<file path="config.mk">
export PLATFORM = sky130hd
export DESIGN_NAME = lvlps_top
export DESIGN_NICKNAME = d
export VERILOG_FILES = /design/src/lvlps_pkg.sv /design/src/lvlps_sync.sv /design/src/lvlps_top.sv
export SDC_FILE = /design/constraint.sdc
export NUM_CORES = 1
export LEC_CHECK = 0
export ABC_CLOCK_PERIOD_IN_PS = 4700
export BUFFER_PORTS_ARGS = -buffer_cell sky130_fd_sc_hd__buf_2
export CORE_MARGIN = 3
export CORE_UTILIZATION = 58
export CTS_BUF_LIST = sky130_fd_sc_hd__clkbuf_8
export DETAILED_ROUTE_END_ITERATION = 8
export GPL_TIMING_DRIVEN = 0
export PLACE_DENSITY = 0.76
export SLEW_MARGIN = 10
export SYNTH_ARGS = -nofsm -noshare
export SYNTH_HDL_FRONTEND = slang
export SYNTH_SLANG_ARGS = --single-unit
</file>
<file path="constraint.sdc">
create_clock -name clk -period 4.7 [get_ports clk]
set_clock_uncertainty 0.1 [all_clocks]
set_input_delay 0.47 -clock clk [delete_from_list [all_inputs] [get_ports clk]]
set_output_delay 0.47 -clock clk [all_outputs]
set_load 0.05 [all_outputs]
</file>
<file path="src/lvlps_pkg.sv">
// Shared constants and carrier types for the LVDS link power sequencer.
package lvlps_pkg;

    // ==========================================================
    // Link geometry
    localparam int LANES = 4;
    localparam int BITS_PER_LANE = 7;
    localparam int WORD_W = 28;
    localparam int CLK_HIGH_BITS = 4;

    // ==========================================================
    // Timing
    localparam int CLK_MHZ = 200;
    localparam int STARTUP_DELAY_MS = 10;
    localparam int STARTUP_CYCLES = STARTUP_DELAY_MS * 1000 * CLK_MHZ;
    localparam int STARTUP_CNT_W = 21;
    localparam int PERIOD_CNT_W = 16;

    // ==========================================================
    // Reset values
    localparam logic [2:0] BIT_IDX_RST = 3'h0;
    localparam logic [3:0] LANES_RST = 4'h0;

    // ==========================================================
    // Types
    typedef struct packed {
        logic [LANES-1:0] lanes;
        logic clk;
    } lvlps_serial_t;

    typedef enum logic [1:0] {
        LVLPS_OFF = 2'h0,
        LVLPS_WAIT = 2'h1,
        LVLPS_RUN = 2'h3
    } lvlps_state_t;

endpackage : lvlps_pkg

</file>
<file path="src/lvlps_sync.sv">
// Two-flop synchroniser for pins arriving from outside the clock domain.
`timescale 1ns/1ps
module lvlps_sync #(
    parameter int W = 1
) (
    // Clock and reset
    input wire logic clk,
    input wire logic resetn,
    // Data
    input wire logic [W-1:0] d,
    output logic [W-1:0] q
);
    logic [W-1:0] meta_q;

    always_ff @(posedge clk) begin
        if (!resetn) begin
            meta_q <= '0;
            q <= '0;
        end else begin
            meta_q <= d;
            q <= meta_q;
        end
    end
endmodule : lvlps_sync

</file>
<file path="src/lvlps_top.sv">
// Power-down sequencing, 7:1 serializer and deserializer of the LVDS link.
`timescale 1ns/1ps
module lvlps_top #(
    parameter int STARTUP_CYCLES = lvlps_pkg::STARTUP_CYCLES
) (
    // Clock and reset
    input wire logic clk,
    input wire logic resetn,
    // Power control pins
    input wire logic supply_good,
    input wire logic low_power_request_n,
    // Parallel source side
    input wire logic parallel_strobe_clock_in,
    input wire logic [lvlps_pkg::WORD_W-1:0] parallel_data_in,
    // Serial transmit link
    output lvlps_pkg::lvlps_serial_t serial_data_lanes,
    output logic serial_data_lanes_oe,
    // Serial receive link
    input wire lvlps_pkg::lvlps_serial_t serial_rx,
    // Recovered parallel side
    output logic [lvlps_pkg::WORD_W-1:0] recovered_parallel_data,
    output logic recovered_strobe_clock
);
    localparam int L = lvlps_pkg::LANES;
    localparam int B = lvlps_pkg::BITS_PER_LANE;
    localparam int PW = lvlps_pkg::PERIOD_CNT_W;
    localparam int SW = lvlps_pkg::STARTUP_CNT_W;
    localparam logic [2:0] LAST_BIT = 3'(B - 1);
    localparam logic [2:0] HIGH_BITS = 3'(lvlps_pkg::CLK_HIGH_BITS);
    localparam logic [SW-1:0] START_LAST = SW'(STARTUP_CYCLES - 1);
    localparam logic [2:0] BIT_IDX_RST_C = lvlps_pkg::BIT_IDX_RST;

    if (L * B != lvlps_pkg::WORD_W || STARTUP_CYCLES < 1 || STARTUP_CYCLES >= (1 << SW))
    begin : g_bad_params
        $error("Unsupported link geometry or start-up count.");
    end

    function automatic logic [L-1:0] pick(input logic [L*B-1:0] w, input logic [2:0] idx);
        logic [L-1:0] r;
        r = '0;
        for (int l = 0; l < L; l++) begin
            r[l] = w[l*B + int'(idx)];
        end
        return r;
    endfunction : pick

    // ==========================================================
    // Pin synchronisers
    logic supply_s, pd_n_s, stb_s, rx_clk_s;
    logic [L*B-1:0] data_s;
    logic [L-1:0] rx_lanes_s;
    lvlps_pkg::lvlps_serial_t rx_s;

    lvlps_sync #(.W(2)) u_sync_ctl (
        .clk(clk), .resetn(resetn),
        .d({supply_good, low_power_request_n}), .q({supply_s, pd_n_s})
    );
    lvlps_sync #(.W(L*B+1)) u_sync_tx (
        .clk(clk), .resetn(resetn),
        .d({parallel_strobe_clock_in, parallel_data_in}), .q({stb_s, data_s})
    );
    lvlps_sync #(.W(L+1)) u_sync_rx (
        .clk(clk), .resetn(resetn),
        .d(serial_rx), .q(rx_s)
    );
    assign rx_clk_s = rx_s.clk;
    assign rx_lanes_s = rx_s.lanes;

    // ==========================================================
    // Power sequencing
    lvlps_pkg::lvlps_state_t state_q;
    logic [SW-1:0] start_cnt_q;
    logic power_ok;
    logic run;

    assign power_ok = pd_n_s && supply_s;
    assign run = (state_q == lvlps_pkg::LVLPS_RUN) && power_ok;

    always_ff @(posedge clk) begin
        if (!resetn) begin
            state_q <= lvlps_pkg::LVLPS_OFF;
        end else if (!power_ok) begin
            state_q <= lvlps_pkg::LVLPS_OFF;
        end else begin
            case (state_q)
                lvlps_pkg::LVLPS_OFF: state_q <= lvlps_pkg::LVLPS_WAIT;
                lvlps_pkg::LVLPS_WAIT: begin
                    if (start_cnt_q == START_LAST) begin
                        state_q <= lvlps_pkg::LVLPS_RUN;
                    end
                end
                lvlps_pkg::LVLPS_RUN: state_q <= lvlps_pkg::LVLPS_RUN;
                default: state_q <= lvlps_pkg::LVLPS_OFF;
            endcase
        end
    end

    always_ff @(posedge clk) begin
        if (!resetn || !power_ok || state_q != lvlps_pkg::LVLPS_WAIT) begin
            start_cnt_q <= '0;
        end else if (start_cnt_q != START_LAST) begin
            start_cnt_q <= start_cnt_q + SW'(1);
        end
    end

    // ==========================================================
    // Transmit serializer
    logic stb_d_q, stb_rise;
    logic [PW-1:0] tx_per_q, tx_len_q, tx_bcnt_q;
    logic [2:0] tx_idx_q;
    logic [L*B-1:0] tx_frame_q;

    assign stb_rise = stb_s && !stb_d_q;

    always_ff @(posedge clk) begin
        if (!resetn) begin
            stb_d_q <= 1'b0;
            tx_per_q <= '0;
            tx_len_q <= PW'(1);
        end else begin
            stb_d_q <= stb_s;
            if (stb_rise) begin
                tx_per_q <= PW'(1);
                tx_len_q <= (tx_per_q < PW'(B)) ? PW'(1) : PW'(tx_per_q / PW'(B));
            end else if (tx_per_q != '1) begin
                tx_per_q <= tx_per_q + PW'(1);
            end
        end
    end

    always_ff @(posedge clk) begin
        if (!resetn) begin
            tx_frame_q <= '0;
            tx_idx_q <= BIT_IDX_RST_C;
            tx_bcnt_q <= '0;
        end else if (stb_rise) begin
            tx_frame_q <= data_s;
            tx_idx_q <= BIT_IDX_RST_C;
            // Bit 0 goes out in the edge cycle itself, so that cycle already counts.
            tx_bcnt_q <= PW'(1);
        end else if (tx_bcnt_q + PW'(1) >= tx_len_q) begin
            tx_bcnt_q <= '0;
            if (tx_idx_q != LAST_BIT) begin
                tx_idx_q <= tx_idx_q + 3'h1;
            end
        end else begin
            tx_bcnt_q <= tx_bcnt_q + PW'(1);
        end
    end

    always_ff @(posedge clk) begin
        if (!resetn || !run) begin
            serial_data_lanes.lanes <= lvlps_pkg::LANES_RST;
            serial_data_lanes.clk <= 1'b0;
            serial_data_lanes_oe <= 1'b0;
        end else begin
            serial_data_lanes_oe <= 1'b1;
            if (stb_rise) begin
                serial_data_lanes.lanes <= pick(data_s, BIT_IDX_RST_C);
                serial_data_lanes.clk <= 1'b1;
            end else begin
                serial_data_lanes.lanes <= pick(tx_frame_q, tx_idx_q);
                serial_data_lanes.clk <= (tx_idx_q < HIGH_BITS);
            end
        end
    end

    // ==========================================================
    // Receive deserializer
    logic rx_clk_d_q, rx_rise;
    logic [PW-1:0] rx_per_q, rx_len_q, rx_bcnt_q;
    logic [2:0] rx_idx_q;
    logic [3:0] rx_got_q;
    logic [L*B-1:0] rx_frame_q;
    logic rx_present;

    assign rx_rise = rx_clk_s && !rx_clk_d_q;
    assign rx_present = rx_rise && (rx_got_q == 4'(B));

    always_ff @(posedge clk) begin
        if (!resetn) begin
            rx_clk_d_q <= 1'b0;
            rx_per_q <= '0;
            rx_len_q <= PW'(1);
        end else begin
            rx_clk_d_q <= rx_clk_s;
            if (rx_rise) begin
                rx_per_q <= PW'(1);
                rx_len_q <= (rx_per_q < PW'(B)) ? PW'(1) : PW'(rx_per_q / PW'(B));
            end else if (rx_per_q != '1) begin
                rx_per_q <= rx_per_q + PW'(1);
            end
        end
    end

    always_ff @(posedge clk) begin
        if (!resetn) begin
            rx_idx_q <= BIT_IDX_RST_C;
            rx_bcnt_q <= '0;
            rx_got_q <= 4'h0;
            rx_frame_q <= '0;
        end else if (rx_rise) begin
            rx_idx_q <= BIT_IDX_RST_C;
            rx_bcnt_q <= '0;
            rx_got_q <= 4'h0;
        end else begin
            // The slot began one cycle before the count restarted, so mid-slot sits one earlier.
            if (rx_bcnt_q == ((rx_len_q - PW'(1)) >> 1) && rx_got_q == {1'b0, rx_idx_q}) begin
                for (int l = 0; l < L; l++) begin
                    rx_frame_q[l*B + int'(rx_idx_q)] <= rx_lanes_s[l];
                end
                rx_got_q <= rx_got_q + 4'h1;
            end
            if (rx_bcnt_q + PW'(1) >= rx_len_q) begin
                rx_bcnt_q <= '0;
                if (rx_idx_q != LAST_BIT) begin
                    rx_idx_q <= rx_idx_q + 3'h1;
                end
            end else begin
                rx_bcnt_q <= rx_bcnt_q + PW'(1);
            end
        end
    end

    always_ff @(posedge clk) begin
        if (!resetn || !pd_n_s) begin
            recovered_parallel_data <= '0;
            recovered_strobe_clock <= 1'b0;
        end else if (rx_present) begin
            recovered_parallel_data <= rx_frame_q;
            recovered_strobe_clock <= 1'b1;
        end else if (!rx_rise && rx_idx_q >= HIGH_BITS) begin
            recovered_strobe_clock <= 1'b0;
        end
    end

    // ==========================================================
    // Checks
    chk_lane_first_bit: assert property (@(posedge clk) disable iff (!resetn)
        (run && stb_rise && $past(run)) |=> (serial_data_lanes.lanes == pick($past(data_s), 3'h0)))
        else $error("Lane bit 0 does not match sampled word.");
    chk_bit_index_bound: assert property (@(posedge clk) disable iff (!resetn)
        stb_rise |=> (tx_idx_q == 3'h0) ##1 (tx_idx_q <= 3'h1))
        else $error("Bit index outside one frame.");
    chk_quiet_until_run: assert property (@(posedge clk) disable iff (!resetn)
        (state_q != lvlps_pkg::LVLPS_RUN) |=> !serial_data_lanes_oe)
        else $error("Outputs driven before start-up delay expired.");
    chk_startup_expiry: assert property (@(posedge clk) disable iff (!resetn)
        (state_q == lvlps_pkg::LVLPS_WAIT && power_ok && start_cnt_q == START_LAST)
        |=> (state_q == lvlps_pkg::LVLPS_RUN) ##1 (serial_data_lanes_oe == $past(power_ok)))
        else $error("Start-up delay did not end on its count.");
    chk_pd_restarts_cnt: assert property (@(posedge clk) disable iff (!resetn)
        !pd_n_s |=> (start_cnt_q == '0) && (state_q == lvlps_pkg::LVLPS_OFF))
        else $error("Power-down did not restart the start-up counter.");
    chk_tx_undriven: assert property (@(posedge clk) disable iff (!resetn)
        !pd_n_s |=> !serial_data_lanes_oe && (serial_data_lanes == '0))
        else $error("Transmitter driven during power-down.");
    chk_rx_forced_low: assert property (@(posedge clk) disable iff (!resetn)
        !pd_n_s |=> (recovered_parallel_data == '0) && !recovered_strobe_clock)
        else $error("Receiver outputs not low during power-down.");
    chk_rx_hold_value: assert property (@(posedge clk) disable iff (!resetn)
        (pd_n_s && !rx_present) |=> $stable(recovered_parallel_data))
        else $error("Receiver data changed without a link clock edge.");
    chk_rx_present_edge: assert property (@(posedge clk) disable iff (!resetn)
        (pd_n_s && rx_present) |=> recovered_strobe_clock
        && (recovered_parallel_data == $past(rx_frame_q)))
        else $error("Recovered word not presented with clock rise.");
endmodule : lvlps_top

</file>
---- After elaboration in Yosys (flattened, before gate mapping) ----
Index checks and enable logic that the tools add are counted.
word-level totals
  register bits ........................... 294
  input port bits ......................... 38
  output and inout bits ................... 35
  logic and storage cells ................. 150
operators by class
  add/sub/neg operators ................... 15
  divide/modulo/power cells ............... 2
  $lt $le $gt $ge ......................... 18
  equality and inequality tests ........... 13
  mux-type cells .......................... 37
  bitwise operators ....................... 2
  reductions and logical operators ........ 34
operators by type and width
  cell                   number
  $bwmux 28              4
  $add 16x1->16 const B  4
  $div 16x3->16 const B  2
  $ge 16x16->1           2
  $lt 16x3->1 const B    2
  $mux 16                2
  $ne 16x16->1 const B   2
  $add 21x1->21 const B  1
  $eq 21x21->1 const B   1
  $ne 21x21->1 const B   1
  $mux 1                 20
  $eq 16x15->1           1
  $sub 16x1->16 const B  1
  $bmux 1 s5             3
  $demux 1 s5            3
  $add 5x3->6 const A    2
  $lt 3x6->1 const B     2
  $lt 4x6->1 const B     2
  $lt 5x6->1 const B     2
  $lt 6x6->1 const B     2
  $logic_and 1x1->1      11
  $add 4x3->5 const A    2
  $add 3x3->4 const A    2
  $reduce_and 2->1       4
  27 further kinds       43

---- Longest topological paths before layout ----
  depth after elaboration ................. 8
  mapped depth ............................ 27
  gate-level depth less buffers ........... 22

---- Hierarchy ----
Synthesis repeated with hierarchy kept, for this count alone.
second synthesis, totals
  cell total of the unflattened synthesis .. 1973
  area, all modules ....................... 16314.4 sq um
by module, submodules not included
  module                    times used  cells an instance  area an instance (sq um)  seq. area each (sq um)
  lvlps_top                 1           1823               14347.5                   4364.2
  lvlps_sync at u_sync_tx   1           122                1599.0                    1161.1
  lvlps_sync at u_sync_rx   1           20                 262.8                     200.2
  lvlps_sync at u_sync_ctl  1           8                  105.1                     80.1

---- Worst setup path before layout ----
Ideal clock, no wire load.
  path type ............................... register to register
  start ................................... register tx_per_q[11]
  end ..................................... register tx_len_q[0]
  setup time .............................. 0.126 ns
  data arrival time ....................... 4.791 ns
  data required time ...................... 4.474 ns
  path slack .............................. -0.318 ns
  cell stages (with the launch flop) ...... 25
  buffers on the path ..................... 2
  cell sequence ........................... dfxtp_1 buf_6 or2_1 buf_4 a311o_1 o211ai_4 mux2i_1 nor2_1 mux2_2 maj3_2 a211o_1 o211a_2 o31ai_2 nor2_1 o31a_1 nand2b_1 o21a_1 inv_1 ha_1 nor2_1 a221o_1 nor3_2 o2111ai_1 o211ai_1 a31oi_1
between the ends
  word-level cells in the longest chain between the ends .. 2
  elaborated cells on any way between the ends .. 3
  those cells by class .................... 1 x div; 1 x order compare; 1 x mux
RTL lines
  what                                          line              text
  start: declaration                            lvlps_top.sv:109  logic [PW-1:0] tx_per_q, tx_len_q, tx_bcnt_q;
  start signal: assignment                      lvlps_top.sv:126  tx_per_q <= tx_per_q + PW'(1);
  $div 16x3->16 or $lt 16x3->1 (tied branches)  lvlps_top.sv:124  tx_len_q <= (tx_per_q < PW'(B)) ? PW'(1) : PW'(tx_per_q / PW'(B));
  $mux 16 *                                     lvlps_top.sv:124
  end signal: assignment                        lvlps_top.sv:124
  end: declaration                              lvlps_top.sv:109
Every way passes the cells marked *; elsewhere a longest branch is shown, timed or not.
A chain may end at the register's enable or synchronous reset.

---- Worst setup path after layout ----
Same ends and word-level chain as after synthesis.

==> metrics.md <==
| Metric | Value |
|---|---|
| # diodes | 0 |
| Grt met3 use | 3.85% |
| CTS Buffer Depth | 3 |
| H-tree depth | 2 |
| Busiest grt layer | met2 |
| Die Wd | 174 um |
| Synth async-reset ratio | 0% |
| Crit path kind | reg2reg |
| Clock sinks | 290 |
| Flop pwr share | 51.6% |
| Starting Density | 59.8% |
| CTS tree | yes |
| Synth top area share | 35.6% |
| Most common library cells after synthesis | dfxtp_1 (290), nand2_1 (267), nor2_1 (149) |
| Post-DR vias/cell | 5.96 |
| Buffers on Ports | 72 |
| Int Pwr | 3710 uW |
| DP Worst Slack | -938 ps |
| Final setup fails | 4 |
| Sequential area share after synthesis | 35.6% |
| Post-layout util | 70.9% |
| Synth area leader | dfxtp_1 |
| Drt pass-1 iters | 6 |
| Combinational share of power | 6.8% |
| R2R Path End | tx_len_q[0] |
| Req. time, crit path | 5020 ps |
| Most numerous cell in the Yosys netlist | dfxtp_1 |
| Cell variety after synth | 110 |
| Post-synth EDFFs | 0 |
| Slew headroom | 46.5% |
| FF-to-FF path depth | 27 |
| Crit path to | tx_len_q[0] |
| Layout Area Growth over Synthesis | 18.6% |
| Worst-Margin Slew | 795 ps |
| First-pass GRT wire length | 69,800 um |
| GPL Wtd Cong | 0.915 |
| Total wire length | 42,800 um |
| Post-route ant nets | 0 |
| Hold Path Class | in2reg |
| Met1 Track Usage GR | 36.2% |
| Finished Layout Cells | 2,563 |
| Power share of the clock group | 41.5% |
| Die Height | 174 um |
| Share of cells above drive strength 1 | 19.4% |
| Synth Flop Type | dfxtp_1 |
| Status | finished with violations |
| FP Rows | 60 |
| Failing checks | negative setup slack |
| Ports | 73 |
| Die area | 30,200 sq um |
| Largest net degree at the start of global routing | 12 |
| Grt ovf | 0 |
| CP Data Arrival Time | 5750 ps |
| Top cells by area, synth | dfxtp_1 (36%), nand2_1 (6.1%), ha_1 (4.6%) |
| Final setup margin | -734 ps |
| Pwr/cell area | 254 nW/um^2 |
| Placed Instances | 2,420 |
| Total track usage | 26.8% |
| NumNets Final | 2,263 |
| Hpwl dp | 29,300 um |
| Vias in the first global route | 14,500 |
| Critical path peak fanout | 8 |
| Clock latency on the worst-skew pair | 560 ps |
| CP Launch Point | tx_per_q[11] |
| Antenna violations before repair | 0 |
| RSZ-0062 raised after global routing | yes |
| Fin. max-slew vios | 0 |
| Core area | 27,300 sq um |
| DRC | 0 |
| Final period util | 116% |
| Average instance area after synthesis | 8.28 sq um |
| CTS Root Cell | clkbuf_8 |
| Max-Cap Viols | 0 |
| Num CTS Buffers | 45 |
| Drt wl/cell | 16.7 um |
| Post-synthesis register bit count | 290 |
| Iter 0 DRT Violations | 1,219 |
| Flop2flop setup slack | -730 ps |
| Yosys Warn Count | 0 |
| Switching power | 1200 uW |
| Net Sw Frac | 24.4% |
| CP startpoint kind | flop |
| Crit end category | flop |
| Clock-pin slew on the worst setup and hold paths | 60 ps |
| Post-Synthesis Cells | 1,973 |
| Worst R2R Start | tx_per_q[11] |
| Max rail drop VDD | 0.264 mV |
| Max Fclk | 0.184 GHz |
| Fin crit period | 5430 ps |
| M2 GR Usage | 45.3% |
| Final Hold Viols | 0 |
| Leak pwr | 0.00738 uW |
| Syn Std Cell Area | 16,300 sq um |
| Vias | 15,300 |
-- per-layer routing --
metal / wire, um / vias to the layer above
met3: 2510 / 89
met2: 20500 / 533
met1: 18800 / 7278
li1: - / 7377
met5: 0 / -
met4: 892 / 0
-- kinds of logic (layout without fill, tap and decap cells) --
family | Yosys count | in the layout | synth area share [%]
AND/OR/NAND/NOR | 785 | 785 | 23.7
XOR/XNOR | 108 | 108 | 5.79
multiplexers | 35 | 35 | 3.26
other | 1 | 4 | 0.0230
flip-flops | 290 | 290 | 35.6
AO/OA/AOI/OAI | 490 | 491 | 21.5
adder cells (fa/ha/maj) | 62 | 62 | 4.73
buffers and inverters | 202 | 416 | 5.44
-- state kept, by name (all words and copies together) (netlist names), 3 cells and up --
register	cells
rx_idx_q	3
u_sync_tx.q	29
rx_per_q	16
tx_frame_q	28
tx_bcnt_q	16
rx_frame_q	28
serial_data_lanes	5
rx_got_q	4
tx_per_q	16
rx_bcnt_q	16
u_sync_rx.q	5
rx_len_q	14
tx_idx_q	3
tx_len_q	14
u_sync_tx.meta_q	29
recovered_parallel_data	28
u_sync_rx.meta_q	5
start_cnt_q	21
-- timing repair --
| item | 4_1_cts | 5_1_grt |
|---|---|---|
| gates resized for setup | 81 | 84 |
| endpoints found under the hold margin | 1 | 0 |
| buffers inserted | 33 | 36 |
| endpoints found under the setup margin | 4 | 5 |
| gates cloned | 1 | 1 |
| pin swaps | 29 | 43 |
| hold buffers | 1 | 0 |
-- critical path: stages, from the launching register on --
cell,delay [ps]
dfxtp_2,320
buf_6,130
or2_4,230
buf_8,130
a31o_4,250
o211ai_4,290
mux2i_4,350
buf_6,160
nor2_4,40
mux2_4,280
maj3_2,300
a211o_1,310
o211a_4,170
o31ai_4,190
nor2_1,80
o31a_1,310
buf_4,140
nand2_1,50
o21a_1,160
inv_2,70
ha_4,180
buf_6,120
buf_6,110
nand3b_1,190
o2111ai_4,120
o21ai_2,100
o211ai_1,250
a31oi_1,150
-- layout by cell type (no fill, tap or decap), types with 43 or more instances in the layout --
| master | n |
|---|---|
| a21oi_1 | 107 |
| and2_1 | 92 |
| buf_2 | 77 |
| buf_4 | 71 |
| clkbuf_1 | 80 |
| clkbuf_8 | 58 |
| dfxtp_1 | 282 |
| ha_1 | 58 |
| inv_1 | 75 |
| nand2_1 | 265 |
| nand3_1 | 55 |
| nor2_1 | 141 |
| nor2b_1 | 43 |
| o21ai_0 | 63 |
| xnor2_1 | 66 |
-- layout make-up --
type                    instances  area [sq um]
repair buffers                142           913
well taps                     372           465
flip-flops and latches        290          5820
multi-input cells            1485         10300
clock buffers                  57           785
inverters                      75           288
plain buffers                 126           707
fillers                      2202          7960
clock inverters                16          72.6
-- metrics by stage --
step	cell area [sq um]	total power (uW)	hold WS [ps]	setup TNS (ps)
detailed placement	17200	2920	318	-3220
finish	19400	4910	24.3	-2130
CTS	18700	4940	1.88	-1440
floorplan	16400	2820	312	-85.6
global placement	17200	2910	317	-2930
global route	19400	5090	9.65	-2920
-- power groups by stage --
stage	Clock (uW)	Sequential, uW	Combinational [uW]
finish	2040	2540	336
global route	2180	2540	378
CTS	2070	2540	330
detailed placement	0	2590	325
global placement	0	2590	316
floorplan	0	2580	236
-- worst min path at each step --
stage	start	endpoint	slack, ps	cells past startpoint
final	serial_rx[2]	u_sync_rx.meta_q[2]	20	2
after global routing	serial_rx[1]	u_sync_rx.meta_q[1]	10	2
after CTS	parallel_data_in[15]	u_sync_tx.meta_q[15]	2	2
after detailed placement	u_sync_tx.meta_q[26]	u_sync_tx.q[26]	320	1
after global placement	u_sync_rx.meta_q[4]	u_sync_rx.q[4]	320	1
after floorplan	u_sync_ctl.meta_q[0]	u_sync_ctl.q[0]	310	1
Power figures use the tool's default switching activity.
